### src/hw/cpm_regs.vh
// register map and constants of the call-progress monitor gain stage
// assumes inclusion by the design file only; definitions only
`ifndef CPM_REGS_VH
`define CPM_REGS_VH

// register indices; byte address is four times the index
`define CPM_RX_GAIN_IDX 8'h14
`define CPM_TX_GAIN_IDX 8'h15
`define CPM_MON_OUT_IDX 8'h16

// reset values
`define CPM_RX_GAIN_RST 8'h00
`define CPM_TX_GAIN_RST 8'h00

// gain code field and scaling
`define CPM_GAIN_LSB 0
`define CPM_GAIN_MSB 7
`define CPM_GAIN_UNITY 8'h40
`define CPM_GAIN_FRAC 6

`endif
### src/hw/cpm_gain.v
// call-progress monitor gain stage: two 8-bit linear gains, mute, saturating sum
// assumes an APB master on CLK_I and sample streams synchronous to CLK_I
//
// The implementer's own choice: the APB register port.
`timescale 1ns/1ps
`include "cpm_regs.vh"

module cpm_gain #(
  parameter SAMPLE_W = 16,
  parameter ADDR_W = 12
) (
  // clock and reset
  input wire CLK_I,
  input wire ARST_N_I,
  // apb slave
  input wire PSEL_I,
  input wire PENABLE_I,
  input wire PWRITE_I,
  input wire [ADDR_W-1:0] PADDR_I,
  input wire [31:0] PWDATA_I,
  input wire [3:0] PSTRB_I,
  output reg [31:0] PRDATA_O,
  output reg PREADY_O,
  output reg PSLVERR_O,
  // sample streams
  input wire signed [SAMPLE_W-1:0] RX_SAMPLE_I,
  input wire signed [SAMPLE_W-1:0] TX_SAMPLE_I,
  input wire SAMPLE_VALID_I,
  // monitor output
  output reg signed [SAMPLE_W-1:0] CALL_PROGRESS_OUTPUT_O,
  output reg CALL_PROGRESS_VALID_O
);

  localparam SCL_W = SAMPLE_W + 9 - `CPM_GAIN_FRAC;

  // internal reset: asserts at once, lifts two edges after the pin rises
  wire rst_n;
  cpm_rst_sync i_cpm_rst_sync (
    .clk_i(CLK_I),
    .arst_n_i(ARST_N_I),
    .rst_n_o(rst_n)
  );

  wire [7:0] rx_monitor_gain;
  wire [7:0] tx_monitor_gain;

  // address decode, shared by the read mux and the write enables
  wire hit_rx;
  wire hit_tx;
  wire hit_out;
  wire hit;
  cpm_addr_dec #(
    .ADDR_W(ADDR_W)
  ) i_cpm_addr_dec (
    .addr_i(PADDR_I),
    .hit_rx_o(hit_rx),
    .hit_tx_o(hit_tx),
    .hit_out_o(hit_out),
    .hit_o(hit)
  );

  reg [31:0] next_rdata;
  always @* begin
    next_rdata = 32'h0000_0000;
    if (hit_rx) begin
      next_rdata = {24'h00_0000, rx_monitor_gain};
    end else if (hit_tx) begin
      next_rdata = {24'h00_0000, tx_monitor_gain};
    end else if (hit_out) begin
      // read-only view of the last output sample, sign-extended
      next_rdata = {{(32-SAMPLE_W){CALL_PROGRESS_OUTPUT_O[SAMPLE_W-1]}},
                    CALL_PROGRESS_OUTPUT_O};
    end
  end

  // pready answers one cycle after setup; a write lands at the sampled edge
  wire setup = PSEL_I & ~PENABLE_I;
  wire wr_go = PSEL_I & PENABLE_I & PREADY_O & PWRITE_I & ~PSLVERR_O;
  always @(posedge CLK_I or negedge rst_n) begin
    if (!rst_n) begin
      PREADY_O <= 1'b0;
      PSLVERR_O <= 1'b0;
      PRDATA_O <= 32'h0000_0000;
    end else begin
      PREADY_O <= setup;
      // writes to the read-only output view are refused too
      PSLVERR_O <= setup & (~hit | (PWRITE_I & hit_out));
      PRDATA_O <= (setup & ~PWRITE_I) ? next_rdata : 32'h0000_0000;
    end
  end

  // a refused write never reaches a register
  wire wr_rx = wr_go & PSTRB_I[0] & hit_rx;
  wire wr_tx = wr_go & PSTRB_I[0] & hit_tx;

  cpm_gain_reg #(
    .WIDTH(8),
    .RST_VAL(`CPM_RX_GAIN_RST)
  ) i_cpm_gain_reg_rx (
    .clk_i(CLK_I),
    .rst_n_i(rst_n),
    .wr_en_i(wr_rx),
    .wr_data_i(PWDATA_I[`CPM_GAIN_MSB:`CPM_GAIN_LSB]),
    .code_o(rx_monitor_gain)
  );

  cpm_gain_reg #(
    .WIDTH(8),
    .RST_VAL(`CPM_TX_GAIN_RST)
  ) i_cpm_gain_reg_tx (
    .clk_i(CLK_I),
    .rst_n_i(rst_n),
    .wr_en_i(wr_tx),
    .wr_data_i(PWDATA_I[`CPM_GAIN_MSB:`CPM_GAIN_LSB]),
    .code_o(tx_monitor_gain)
  );

  // one scaler per path keeps the two gains strictly independent
  wire signed [SCL_W-1:0] rx_scaled;
  wire signed [SCL_W-1:0] tx_scaled;

  cpm_gain_path #(
    .SAMPLE_W(SAMPLE_W),
    .CODE_W(8),
    .FRAC(`CPM_GAIN_FRAC)
  ) i_cpm_gain_path_rx (
    .sample_i(RX_SAMPLE_I),
    .code_i(rx_monitor_gain),
    .scaled_o(rx_scaled)
  );

  cpm_gain_path #(
    .SAMPLE_W(SAMPLE_W),
    .CODE_W(8),
    .FRAC(`CPM_GAIN_FRAC)
  ) i_cpm_gain_path_tx (
    .sample_i(TX_SAMPLE_I),
    .code_i(tx_monitor_gain),
    .scaled_o(tx_scaled)
  );

  // overflow clamps to full scale; wrapping would flip the tone's sign
  wire signed [SAMPLE_W-1:0] mixed;
  cpm_sat #(
    .IN_W(SCL_W),
    .OUT_W(SAMPLE_W)
  ) i_cpm_sat (
    .a_i(rx_scaled),
    .b_i(tx_scaled),
    .sat_o(mixed)
  );

  always @(posedge CLK_I or negedge rst_n) begin
    if (!rst_n) begin
      CALL_PROGRESS_OUTPUT_O <= {SAMPLE_W{1'h0}};
      CALL_PROGRESS_VALID_O <= 1'h0;
    end else begin
      CALL_PROGRESS_VALID_O <= SAMPLE_VALID_I;
      if (SAMPLE_VALID_I) begin
        CALL_PROGRESS_OUTPUT_O <= mixed;
      end
    end
  end

endmodule

// reset release: asserts at once, lifts on the second edge after the pin rises
module cpm_rst_sync (
  // clock and raw reset
  input wire clk_i,
  input wire arst_n_i,
  // released reset
  output reg rst_n_o
);

  // only the second flop is read outside, so a late release cannot split
  reg rst_meta;

  always @(posedge clk_i or negedge arst_n_i) begin
    if (!arst_n_i) begin
      rst_meta <= 1'h0;
      rst_n_o <= 1'h0;
    end else begin
      rst_meta <= 1'h1;
      rst_n_o <= rst_meta;
    end
  end

endmodule

// address decode of the register window; one hit line per register
module cpm_addr_dec #(
  parameter ADDR_W = 12
) (
  // bus address
  input wire [ADDR_W-1:0] addr_i,
  // hits
  output reg hit_rx_o,
  output reg hit_tx_o,
  output reg hit_out_o,
  output reg hit_o
);

  // byte addresses are four times the register index
  wire [ADDR_W-1:0] addr_rx = {{(ADDR_W-10){1'h0}}, `CPM_RX_GAIN_IDX, 2'h0};
  wire [ADDR_W-1:0] addr_tx = {{(ADDR_W-10){1'h0}}, `CPM_TX_GAIN_IDX, 2'h0};
  wire [ADDR_W-1:0] addr_out = {{(ADDR_W-10){1'h0}}, `CPM_MON_OUT_IDX, 2'h0};

  always @* begin
    hit_rx_o = 1'h0;
    hit_tx_o = 1'h0;
    hit_out_o = 1'h0;
    hit_o = 1'h1;
    if (addr_i == addr_rx) begin
      hit_rx_o = 1'h1;
    end else if (addr_i == addr_tx) begin
      hit_tx_o = 1'h1;
    end else if (addr_i == addr_out) begin
      hit_out_o = 1'h1;
    end else begin
      hit_o = 1'h0;
    end
  end

endmodule

// one read/write code register with its own reset value
module cpm_gain_reg #(
  parameter WIDTH = 8,
  parameter [WIDTH-1:0] RST_VAL = 8'h00
) (
  // clock and reset
  input wire clk_i,
  input wire rst_n_i,
  // write side
  input wire wr_en_i,
  input wire [WIDTH-1:0] wr_data_i,
  // held code
  output reg [WIDTH-1:0] code_o
);

  always @(posedge clk_i or negedge rst_n_i) begin
    if (!rst_n_i) begin
      code_o <= RST_VAL;
    end else if (wr_en_i) begin
      code_o <= wr_data_i;
    end
  end

endmodule

// one gain path: linear scale by code over 2**FRAC, exact zero when muted
module cpm_gain_path #(
  parameter SAMPLE_W = 16,
  parameter CODE_W = 8,
  parameter FRAC = 6
) (
  // sample and code
  input wire signed [SAMPLE_W-1:0] sample_i,
  input wire [CODE_W-1:0] code_i,
  // scaled result
  output wire signed [SAMPLE_W+CODE_W-FRAC:0] scaled_o
);

  localparam PROD_W = SAMPLE_W + CODE_W + 1;
  localparam SCL_W = PROD_W - FRAC;

  // code is unsigned, so a zero goes in front before the signed multiply
  wire signed [CODE_W:0] code_s = $signed({1'h0, code_i});
  wire signed [PROD_W-1:0] prod = sample_i * code_s;
  // floor, not nearest: the shift rounds toward minus infinity
  wire signed [PROD_W-1:0] shr = prod >>> FRAC;
  wire mute = (code_i == {CODE_W{1'h0}});

  // a muted path must still be exact zero, whatever the sample
  assign scaled_o = mute ? {SCL_W{1'h0}}
                         : shr[SCL_W-1:0];

endmodule

// sum of two scaled paths, clamped to the output width
module cpm_sat #(
  parameter IN_W = 19,
  parameter OUT_W = 16
) (
  // scaled paths
  input wire signed [IN_W-1:0] a_i,
  input wire signed [IN_W-1:0] b_i,
  // clamped sum
  output wire signed [OUT_W-1:0] sat_o
);

  localparam SUM_W = IN_W + 1;
  localparam TOP_W = SUM_W - OUT_W + 1;

  // in range when the output sign bit and all bits above it agree
  wire signed [SUM_W-1:0] sum = {a_i[IN_W-1], a_i} + {b_i[IN_W-1], b_i};
  wire [TOP_W-1:0] top = sum[SUM_W-1:OUT_W-1];
  wire in_range = (top == {TOP_W{1'h0}}) | (top == {TOP_W{1'h1}});
  wire [OUT_W-1:0] clamp = sum[SUM_W-1] ? {1'h1, {(OUT_W-1){1'h0}}}
                                        : {1'h0, {(OUT_W-1){1'h1}}};

  assign sat_o = in_range ? sum[OUT_W-1:0] : clamp;

endmodule

### config.mk
export PLATFORM = sky130hd
export DESIGN_NAME = cpm_gain
export DESIGN_NICKNAME = d
export VERILOG_FILES = /design/src/hw/cpm_gain.v
export VERILOG_INCLUDE_DIRS = /design/src /design/src/hw
export SDC_FILE = /design/constraint.sdc
export NUM_CORES = 1
export LEC_CHECK = 0
export BUFFER_PORTS_ARGS = -buffer_cell sky130_fd_sc_hd__buf_2
export CELL_PAD_IN_SITES_DETAIL_PLACEMENT = 0
export CELL_PAD_IN_SITES_GLOBAL_PLACEMENT = 1
export CORE_AREA = 2 2 171 173
export CTS_CLUSTER_DIAMETER = 80
export CTS_CLUSTER_SIZE = 28
export DETAILED_ROUTE_END_ITERATION = 7
export DIE_AREA = 0 0 173 175
export PLACE_DENSITY = 0.82
export SYNTH_ARGS = -nofsm -noshare
export SYNTH_HDL_FRONTEND = slang
export SYNTH_SLANG_ARGS = --single-unit
export TNS_END_PERCENT = 1
### constraint.sdc
create_clock -name CLK_I -period 2.9 [get_ports CLK_I]
set_clock_uncertainty 0.1 [all_clocks]
set_input_delay 0.29 -clock CLK_I [delete_from_list [all_inputs] [get_ports CLK_I]]
set_output_delay 0.29 -clock CLK_I [all_outputs]
set_load 0.01 [all_outputs]
==> impl_metrics.py, run 1 <==
metrics = {
    "synthesis": {
        "yosys.area_share.simple_pct": 18.1,
        "syn_area_um2": 12300,
        "ys.flop_type": "dfrtp_1",
        "muxShareOfSynthArea_pct": 2.11,
        "ys_warn_count": 0,
        "synth_adder_area_share_pct": 44.2,
        "synth_top_area_share_pct": 32.9,
        "synth_top_family_by_area": "adder cells",
        "synth_compound_area_share_pct": 8.99,
        "synth_edf_count": 0,
        "syn-num-nets": 1812,
        "async_reset_ff_share_pct": 100,
        "synth-seq-area-share_pct": 10.7,
        "synth_area_leaders": "fa_1, ha_1, dfrtp_1, inv_1, and2_1",
        "syn_avg_cell_area_um2": 8.74,
        "ys_ff_latch": 53,
        "syn-instance-count": 1412,
        "synth_xor_area_share_pct": 3.90,
        "yosys.area.top_type": "fa_1",
        "synthDistinctLibCells": 64,
    },
    "global_routing": {
        "grt_use_total_pct": 20.6,
        "first_global_vias": 10896,
        "globalRouteOverflowTotal": 0,
        "grt_pass1_wl_um": 51300,
        "grt_max_degree": 46,
        "antenna_found_initial": 2,
    },
    "place": {
        "numPortBuffers": 109,
        "dp_hpwl_um": 26400,
        "gp_congestion": 0.876,
        "place_inst": 2110,
        "dpl_cell_area_um2": 15100,
    },
    "worst_setup_path": {
        "cp-end-kind": "flop",
        "critPathLaunchType": "flop",
        "slowest_delay_ps": 560,
        "cpMostUsedCell": "fa_1",
        "worst-r2r-cell-count": 26,
        "critPathMaxFanout": 14,
        "worst-endpoint-arrival_ps": 6960,
        "path_buf_inv": 4,
        "crit_required_ps": 2970,
        "rr_endpoint": "CALL_PROGRESS_OUTPUT_O[11]",
        "worst-setup-path-type": "reg -> reg",
        "rr_startpoint": "i_cpm_gain_reg_tx.code_o[1]",
        "crit_path_top_delay_cell": "fa_1",
        "cp_top_family": "adder cells",
        "rrSetupSlack_ps": -3980,
    },
    "cells_and_area": {
        "nFillCells": 2655,
        "layout.nets": 2139,
        "area_delta_synth_final_pct": 24.9,
        "final_design_area_no_fill_um2": 15400,
        "final_cells": 2125,
        "drive_gt1_share_pct": 26.0,
    },
    "floorplanning": {
        "die_x_um": 173,
        "dieArea_um2": 30300,
        "num_rows": 62,
        "start_util_pct": 43.5,
        "die_y_um": 175,
        "coreArea_um2": 28400,
        "ios": 137,
    },
    "timing": {
        "tightest_slew_ps": 585,
        "setup-violations-final": 16,
        "setup_ws_ps": -3980,
        "max_slew_margin_pct": 61.0,
        "rsz0062_at_grt": "yes",
        "fin_crit_sh_pct": 237,
        "max_freq_ghz": 0.145,
        "hold_violations": 0,
        "slew_violations": 0,
        "holdWs_ps": 16.7,
        "setup-tns-final_ps": -62920,
        "period_needed_ps": 6880,
    },
    "cts": {
        "clk_latency_ps": 300,
        "cts_root_buffer": "clkbuf_16",
        "h-tree-depth": 2,
        "clkTransAtPathRegs_ps": 80,
        "cts_buffers": 5,
        "cts_tree": "yes",
        "clk_path_buf_depth": 2,
        "cts_sinks": 53,
    },
    "detailed_routing": {
        "firstDrtPassIters": 5,
        "wl_per_cell_um": 14.1,
        "vias_per_cell": 4.89,
        "vias": 10400,
        "drc": 0,
        "ant_nets": 0,
        "routed_wl_um": 29900,
        "first_iter_violations": 427,
    },
    "power": {
        "p_per_area_nw_per_um2": 101,
        "ir_worst_vdd_uv": 201,
        "leakage_nw": 8.77,
    },
    "run_status": {
        "violations": "negative setup slack",
        "outcome": "complete, but fails checks",
    },
    "hold_path": {
        "holdCritPathClass": "reg -> async",
    },
    "flow_run": {
        "drv_cap": 0,
    },
}
[state kept, by name, indices dropped and copies added (netlist names), 8 cells and up]
name,flops
CALL_PROGRESS_OUTPUT_O,16
i_cpm_gain_reg_rx.code_o,8
i_cpm_gain_reg_tx.code_o,8
PRDATA_O,16
[cell type report]
type	count	area (um2)	area share [%]
multi-input combinational	988	9670	62.7
timing repair buffer	376	2590	16.8
sequential	53	1340	8.70
inverter	315	1180	7.67
tap	384	480	3.12
clock buffer	6	129	0.836
clock inverter	2	16.3	0.106
antenna	1	2.50	0.0162
[metal layers]
metal | wire length, um | up-vias | GRT usage [%]
met5 | 10 | - | 0
met4 | 831 | 2 | 5.93
met3 | 1190 | 51 | 2.00
met2 | 15300 | 240 | 37.9
met1 | 12600 | 5093 | 25.6
li1 | - | 5014 | -
[cell families after synthesis]
group / count (synthesis)
AND/OR/NAND/NOR: 441
multiplexers: 24
XOR/XNOR: 55
adder cells (fa/ha/maj): 314
flip-flops: 53
buffers and inverters: 371
AO/OA/AOI/OAI: 153
other: 1
[worst max-delay path by stage]
stage                                 from                         end  slack (ps)  cells after the start
2_1_floorplan  i_cpm_gain_reg_rx.code_o[1]   CALL_PROGRESS_OUTPUT_O[1]       -3770                     27
3_3_place_gp   i_cpm_gain_reg_tx.code_o[0]  CALL_PROGRESS_OUTPUT_O[12]       -4030                     26
3_5_place_dp   i_cpm_gain_reg_tx.code_o[0]  CALL_PROGRESS_OUTPUT_O[11]       -4190                     28
4_1_cts        i_cpm_gain_reg_rx.code_o[0]  CALL_PROGRESS_OUTPUT_O[11]       -3980                     27
5_1_grt        i_cpm_gain_reg_rx.code_o[0]  CALL_PROGRESS_OUTPUT_O[11]       -4420                     28
6_report       i_cpm_gain_reg_tx.code_o[1]  CALL_PROGRESS_OUTPUT_O[11]       -3980                     26
[power breakdown]
group	switching, W	total (W)	internal [W]	leakage, nW
logic	0.000114	0.000196	0.0000824	7.99
registers	0.00000444	0.000747	0.000743	0.711
clock network	0.000293	0.000616	0.000323	0.0671
[synthesized netlist by cell type, types with 4 or more instances]
| cell | n |
|---|---|
| a211oi_1 | 7 |
| a21o_1 | 16 |
| a21oi_1 | 44 |
| a31oi_1 | 6 |
| and2_1 | 135 |
| and3_1 | 6 |
| buf_2 | 4 |
| buf_4 | 17 |
| clkbuf_1 | 33 |
| dfrtp_1 | 53 |
| fa_1 | 203 |
| ha_1 | 111 |
| inv_1 | 315 |
| mux2_2 | 16 |
| mux2i_1 | 8 |
| nand2_1 | 144 |
| nand2b_1 | 6 |
| nand3_1 | 13 |
| nor2_1 | 75 |
| nor2b_1 | 8 |
| nor3_1 | 14 |
| o21a_1 | 11 |
| o21ai_0 | 18 |
| o21ai_1 | 5 |
| o221ai_1 | 5 |
| o221ai_2 | 10 |
| o31ai_1 | 4 |
| or3_1 | 13 |
| or4_1 | 5 |
| xnor2_1 | 33 |
| xor2_1 | 22 |
[what timing repair did]
action | 4_1_cts | 5_1_grt
hold endpoints to repair | 2 | 0
gates resized for setup | 22 | 1
cloned | 0 | 0
endpoints found under the setup margin | 16 | 16
buffers inserted | 4 | 1
hold buffers | 1 | 0
pin swaps | 1 | 1
[stage by stage]
stage	worst slack, ps	total power (W)	utilization (%)
2_1_floorplan	-3770	0.000801	-
3_3_place_gp	-4030	0.000954	53.3
3_5_place_dp	-4190	0.000956	53.3
4_1_cts	-3980	0.00156	54.2
5_1_grt	-4420	0.00160	54.3
6_report	-3980	0.00156	54.3
[cell usage in the layout, fill, tap and decap left out, types with 22 or more instances in the layout]
| cell type | count |
|---|---|
| a21oi_1 | 38 |
| nand2_1 | 141 |
| and2_1 | 134 |
| xor2_1 | 22 |
| buf_4 | 263 |
| fa_1 | 203 |
| ha_1 | 107 |
| buf_2 | 109 |
| nor2_1 | 74 |
| dfrtp_1 | 41 |
| xnor2_1 | 32 |
| inv_1 | 315 |
Power figures use the tool's default switching activity.
==> run 2, diff against run 1 <==
--- a/config.mk
+++ b/config.mk
@@ -18,4 +18,3 @@
 export SYNTH_ARGS = -nofsm -noshare
 export SYNTH_HDL_FRONTEND = slang
 export SYNTH_SLANG_ARGS = --single-unit
-export TNS_END_PERCENT = 1
==> impl_metrics.py, run 2 (synthesized netlist as in run 1, its figures left out) <==
metrics = {
    "worst_setup_path": {
        "critPathLaunchType": "flop",
        "crit_start": "i_cpm_gain_reg_rx.code_o[3]",
        "crit_required_ps": 2970,
        "worst-setup-path-type": "reg -> reg",
        "cpMostUsedCell": "fa_1",
        "crit_path_top_delay_cell": "fa_1",
        "critPathMaxFanout": 7,
        "cp-end-kind": "flop",
        "worst-endpoint-arrival_ps": 6950,
        "slowest_delay_ps": 500,
        "rrSetupSlack_ps": -3980,
        "rr_startpoint": "i_cpm_gain_reg_rx.code_o[3]",
    },
    "floorplanning": {
        "die_y_um": 175,
        "start_util_pct": 43.5,
        "die_x_um": 173,
        "dieArea_um2": 30300,
        "coreArea_um2": 28400,
        "num_rows": 62,
        "ios": 137,
    },
    "hold_path": {
        "holdCritPathClass": "reg -> async",
    },
    "cells_and_area": {
        "final_common_cell": "inv_1",
        "mostFrequentLayoutCells": "inv_1, buf_4, fa_1",
        "antennaDiodeCount": 0,
        "final_design_area_no_fill_um2": 15900,
        "area_delta_synth_final_pct": 28.9,
        "layout.nets": 2154,
        "regArea_um2": 1340,
        "final_cells": 2138,
        "top_regs": "CALL_PROGRESS_OUTPUT_O: 16 flops, PRDATA_O: 16 flops",
        "fin_util_pct": 56.0,
        "multi_input_area_um2": 9980,
        "nFillCells": 2610,
        "drive_gt1_share_pct": 29.4,
    },
    "timing": {
        "rsz0062_at_grt": "yes",
        "fin_crit_sh_pct": 237,
        "period_needed_ps": 6880,
        "setup-violations-final": 16,
        "holdWs_ps": 61.6,
        "setup_ws_ps": -3980,
        "tightest_slew_ps": 551,
        "slew_violations": 0,
        "max_freq_ghz": 0.145,
        "max_slew_margin_pct": 63.3,
        "hold_violations": 0,
    },
    "cts": {
        "cts_tree": "yes",
        "clk_latency_ps": 300,
        "h-tree-depth": 2,
        "cts_buffers": 5,
        "cts_root_buffer": "clkbuf_16",
        "clk_path_buf_depth": 2,
        "cts_sinks": 53,
        "clkTransAtPathRegs_ps": 70,
    },
    "global_routing": {
        "globalRouteOverflowTotal": 0,
        "first_global_vias": 11124,
        "grt_pass1_wl_um": 52700,
        "grt_use_total_pct": 21.2,
        "grt_max_degree": 42,
        "antenna_found_initial": 0,
    },
    "detailed_routing": {
        "firstDrtPassIters": 5,
        "drc": 0,
        "ant_nets": 0,
        "routed_wl_um": 31200,
        "first_iter_violations": 524,
        "wl_per_cell_um": 14.6,
        "dr_wl_met2_um": 16200,
        "top_layer": "met4",
        "route.met3.wl_um": 1110,
        "vias_per_cell": 4.95,
        "vias": 10588,
        "met1_length_um": 13100,
    },
    "flow_run": {
        "drv_cap": 0,
    },
    "place": {
        "dp_hpwl_um": 26600,
        "dpl_cell_area_um2": 15100,
        "numPortBuffers": 109,
        "gp_congestion": 0.866,
        "place_inst": 2106,
    },
    "power": {
        "leakage_nw": 8.91,
        "ir_worst_vdd_uv": 213,
        "p_per_area_nw_per_um2": 97.0,
    },
    "run_status": {
        "outcome": "complete, but fails checks",
        "violations": "negative setup slack",
    },
}
run 2: cell types whose count changed in the layout (fill, tap and decap cells not counted), moves of 5 or more:
cell     previous run  this run
a21oi_1            38        32
a21oi_2             6        11
buf_4             263       268
inv_1             315       310
inv_2               0         5
run 2: path summary, 6_finish.rpt:
kind                            depth (start not counted)                           to
worst min register to register                          0                 PRDATA_O[12]
max in group asynchronous                               1  i_cpm_gain_reg_tx.code_o[5]
worst min-delay path                                    0                 PRDATA_O[12]
worst max register to register                         28    CALL_PROGRESS_OUTPUT_O[0]
min in group CLK_I                                      2  i_cpm_gain_reg_rx.code_o[7]
worst max-delay path                                   28    CALL_PROGRESS_OUTPUT_O[0]
run 2: critical path: cells and delay by family, from the launching register on:
kind	cells	cell delay [ps]
adder cells (fa/ha/maj)	6	2390
flip-flops	1	460
AO/OA/AOI/OAI	8	1340
XOR/XNOR	1	180
AND/OR/NAND/NOR	8	1670
buffers and inverters	5	590
run 2: what timing repair did:
action	4_1_cts	5_1_grt
pin swaps	10	8
endpoints found under the setup margin	16	16
buffers inserted	9	13
cloned	0	2
endpoints found under the hold margin	2	0
resized for setup	47	45
hold buffers	1	0
run 2: metrics by stage:
stage | total power, W | setup slack (ps) | setup TNS, ps
5_1_grt | 0.00159 | -4270 | -67570
3_3_place_gp | 0.000954 | -4040 | -63840
4_1_cts | 0.00154 | -3900 | -61720
2_1_floorplan | 0.000802 | -3770 | -58710
3_5_place_dp | 0.000957 | -4190 | -66080
6_report | 0.00154 | -3980 | -62970
run 2: power by group:
group	internal, W	switching [W]	total (W)
sequential	0.000743	0.00000577	0.000749
combinational	0.0000877	0.000116	0.000204
clock	0.000315	0.000275	0.000591
run 2: layer usage:
metal  up-vias  global-route usage (%)
met5         -                       0
met4         0                    5.40
met3        53                    1.52
met2       236                    39.6
met1      5258                    26.5
li1       5041                       -
run 2: area by class of cell:
| type | count | share of cell area (%) |
|---|---|---|
| clock buffers | 6 | 0.810 |
| clock inverters | 1 | 0.0315 |
| inverters | 315 | 7.43 |
| multi-input cells | 988 | 62.8 |
| flip-flops and latches | 53 | 8.44 |
| well taps | 384 | 3.02 |
| repair buffers | 391 | 17.5 |
==> run 3, diff against run 2 <==
--- a/config.mk
+++ b/config.mk
@@ -9,12 +9,14 @@
 export BUFFER_PORTS_ARGS = -buffer_cell sky130_fd_sc_hd__buf_2
 export CELL_PAD_IN_SITES_DETAIL_PLACEMENT = 0
 export CELL_PAD_IN_SITES_GLOBAL_PLACEMENT = 1
-export CORE_AREA = 2 2 171 173
+export CORE_AREA = 2 2 176 178
 export CTS_CLUSTER_DIAMETER = 80
 export CTS_CLUSTER_SIZE = 28
 export DETAILED_ROUTE_END_ITERATION = 7
-export DIE_AREA = 0 0 173 175
-export PLACE_DENSITY = 0.82
+export DIE_AREA = 0 0 178 180
+export HOLD_SLACK_MARGIN = 0.1
+export PLACE_DENSITY = 0.81
 export SYNTH_ARGS = -nofsm -noshare
 export SYNTH_HDL_FRONTEND = slang
+export SYNTH_HIERARCHICAL = 1
 export SYNTH_SLANG_ARGS = --single-unit
==> impl_metrics.py, run 3 <==
metrics = {
    "synthesis": {
        "synth_edf_count": 0,
        "yosys.area_share.simple_pct": 18.6,
        "synth_compound_area_share_pct": 11.9,
        "yosysMostFrequentCell": "inv_1",
        "synth_adder_area_share_pct": 41.8,
        "ys.flop_type": "dfrtp_1",
        "syn-num-nets": 1855,
        "synth_top_family_by_area": "adder cells",
        "syn-instance-count": 1455,
        "syn_area_um2": 13000,
        "synth-seq-area-share_pct": 10.2,
        "async_reset_ff_share_pct": 100,
        "syn_avg_cell_area_um2": 8.96,
        "synth_commonest_cells": "inv_1, fa_1, and2_1, nand2_1, ha_1",
        "ys_ff_latch": 53,
        "synth_top_area_share_pct": 31.2,
        "synthDistinctLibCells": 87,
        "muxShareOfSynthArea_pct": 2.96,
        "ys_warn_count": 6,
        "synth_xor_area_share_pct": 2.90,
        "synth_area_leaders": "fa_1, ha_1, dfrtp_1, inv_1, and2_1",
        "yosys.area.top_type": "fa_1",
    },
    "floorplanning": {
        "ios": 137,
        "start_util_pct": 43.2,
        "num_rows": 64,
        "coreArea_um2": 30200,
        "dieArea_um2": 32000,
        "die_x_um": 178,
        "die_y_um": 180,
    },
    "cells_and_area": {
        "layout.nets": 2233,
        "final_common_cell": "inv_1",
        "drive_gt1_share_pct": 37.6,
        "regArea_um2": 1340,
        "top_regs": "CALL_PROGRESS_OUTPUT_O: 16 flops, PRDATA_O: 16 flops",
        "final_cells": 2231,
        "multi_input_area_um2": 11100,
        "nFillCells": 2637,
        "area_delta_synth_final_pct": 33.8,
        "mostFrequentLayoutCells": "inv_1, buf_4, fa_1",
        "final_design_area_no_fill_um2": 17400,
    },
    "run_status": {
        "violations": "negative setup slack",
        "outcome": "complete, but fails checks",
    },
    "detailed_routing": {
        "drc": 0,
        "first_iter_violations": 565,
        "routed_wl_um": 34000,
        "firstDrtPassIters": 4,
        "ant_nets": 0,
        "vias": 11337,
        "vias_per_cell": 5.08,
        "wl_per_cell_um": 15.2,
    },
    "cts": {
        "cts_buffers": 5,
        "cts_tree": "yes",
        "clk_latency_ps": 300,
        "clk_path_buf_depth": 2,
        "cts_root_buffer": "clkbuf_16",
        "cts_sinks": 53,
        "h-tree-depth": 2,
        "clkTransAtPathRegs_ps": 70,
    },
    "worst_setup_path": {
        "cpMostUsedCell": "fa_1",
        "worst-setup-path-type": "reg -> reg",
        "slowest_delay_ps": 550,
        "crit_path_top_delay_cell": "fa_1",
        "critPathMaxFanout": 6,
        "critPathLaunchType": "flop",
        "worst-endpoint-arrival_ps": 6860,
        "crit_required_ps": 2980,
        "rr_startpoint": "i_cpm_gain_reg_rx/code_o[3]",
        "crit_start": "i_cpm_gain_reg_rx/code_o[3]",
        "cp-end-kind": "flop",
    },
    "place": {
        "place_inst": 2157,
        "pre_cts_ws_ps": -4130,
        "dp_hpwl_um": 27400,
        "numPortBuffers": 109,
        "dpl_cell_area_um2": 16100,
        "gp_congestion": 0.916,
    },
    "power": {
        "pwr-share-clk_pct": 39.2,
        "p_switching_w": 0.000390,
        "switching_share_pct": 25.5,
        "p_seq_share_pct": 48.9,
        "p_comb_share_pct": 11.9,
        "p_per_area_nw_per_um2": 87.6,
        "leakage_nw": 9.10,
        "ir_worst_vdd_uv": 223,
        "intPower_w": 0.00114,
    },
    "timing": {
        "max_freq_ghz": 0.148,
        "setup_ws_ps": -3880,
        "setup-tns-final_ps": -61130,
        "tightest_slew_ps": 762,
        "hold_violations": 0,
        "holdWs_ps": 95.6,
        "fin_crit_sh_pct": 234,
        "rsz0062_at_grt": "yes",
        "period_needed_ps": 6780,
        "slew_violations": 0,
        "setup-violations-final": 16,
        "max_slew_margin_pct": 49.2,
    },
    "global_routing": {
        "grt_use_total_pct": 21.8,
        "antenna_found_initial": 1,
        "grt_max_degree": 26,
        "first_global_vias": 11941,
        "grt_pass1_wl_um": 56900,
        "globalRouteOverflowTotal": 0,
    },
    "flow_run": {
        "drv_cap": 0,
    },
    "hold_path": {
        "holdCritPathClass": "reg -> async",
    },
}
-- run 3: cell count changes after synthesis, sizes merged, moves of 14 or more --
cell and change:
o21ai +22, nor3 +19, nor2 -39, o221ai -14
a21oi +18
-- run 3: worst paths after layout --
path,end,cells after the start,slack (ps)
max in group asynchronous,i_cpm_gain_reg_rx/code_o[0],1,1990
setup / recovery,CALL_PROGRESS_OUTPUT_O[5],26,-3880
min in group CLK_I,PREADY_O,2,170
hold reg to reg,i_cpm_gain_reg_rx/code_o[4],0,100
hold / removal,i_cpm_gain_reg_rx/code_o[4],0,100
setup reg to reg,CALL_PROGRESS_OUTPUT_O[5],26,-3880
-- run 3: area by class of cell --
type	instances	area share, %
sequential	53	7.70
multi-input combinational	1033	63.5
timing repair buffer	431	18.5
clock buffer	5	0.717
inverter	309	6.65
clock inverter	3	0.129
antenna	1	0.0143
tap	396	2.84
-- run 3: stage by stage --
stage | utilization, % | total power, W
after floorplan | - | 0.000795
after detailed placement | 53.4 | 0.000941
after global routing | 57.8 | 0.00158
after global placement | 53.4 | 0.000938
final | 57.8 | 0.00153
after CTS | 56.5 | 0.00153
-- run 3: cells by family (layout without fill, tap and decap cells) --
family,count (synthesis),in the layout
other,1,2
xor gates and xnor gates,41,41
buffers and inverters,369,748
adders and majority gates,314,314
AOI/OAI and AO/OA,205,205
DFF,53,53
and+or+nand+nor,443,443
muxes,29,29
-- run 3: layer usage --
layer / share of wire [%] / vias to the layer above / global-route usage (%) / routed length (um)
met5: 0 / - / 0 / 0
met4: 2.5 / 0 / 6.03 / 854
met3: 4.6 / 46 / 1.65 / 1570
met2: 50 / 290 / 38.7 / 17100
met1: 42 / 5654 / 28.5 / 14400
li1: - / 5347 / - / -
-- run 3: worst max-delay path, delay by kind of cell, from the launching register on --
family	cells	cell delay, ps
buf+inv	5	600
xor+xnor	1	230
mux	1	260
compound gates	8	1370
simple gates	5	1060
fa+ha+maj	6	2580
flops	1	470
-- run 3: repair_timing --
item	in CTS	in global routing
pin swaps	77	80
gates cloned	1	0
hold buffers	1	0
setup endpoints to repair	16	16
endpoints found under the hold margin	2	0
gates resized for setup	85	69
buffers inserted	44	21
-- run 3: power groups by stage --
stage	Combinational [W]	Sequential [W]	Clock, W
after floorplan	0.0000257	0.000769	0
after global placement	0.000175	0.000763	0
after detailed placement	0.000178	0.000763	0
after CTS	0.000181	0.000748	0.000601
after global routing	0.000197	0.000749	0.000636
final	0.000182	0.000748	0.000599
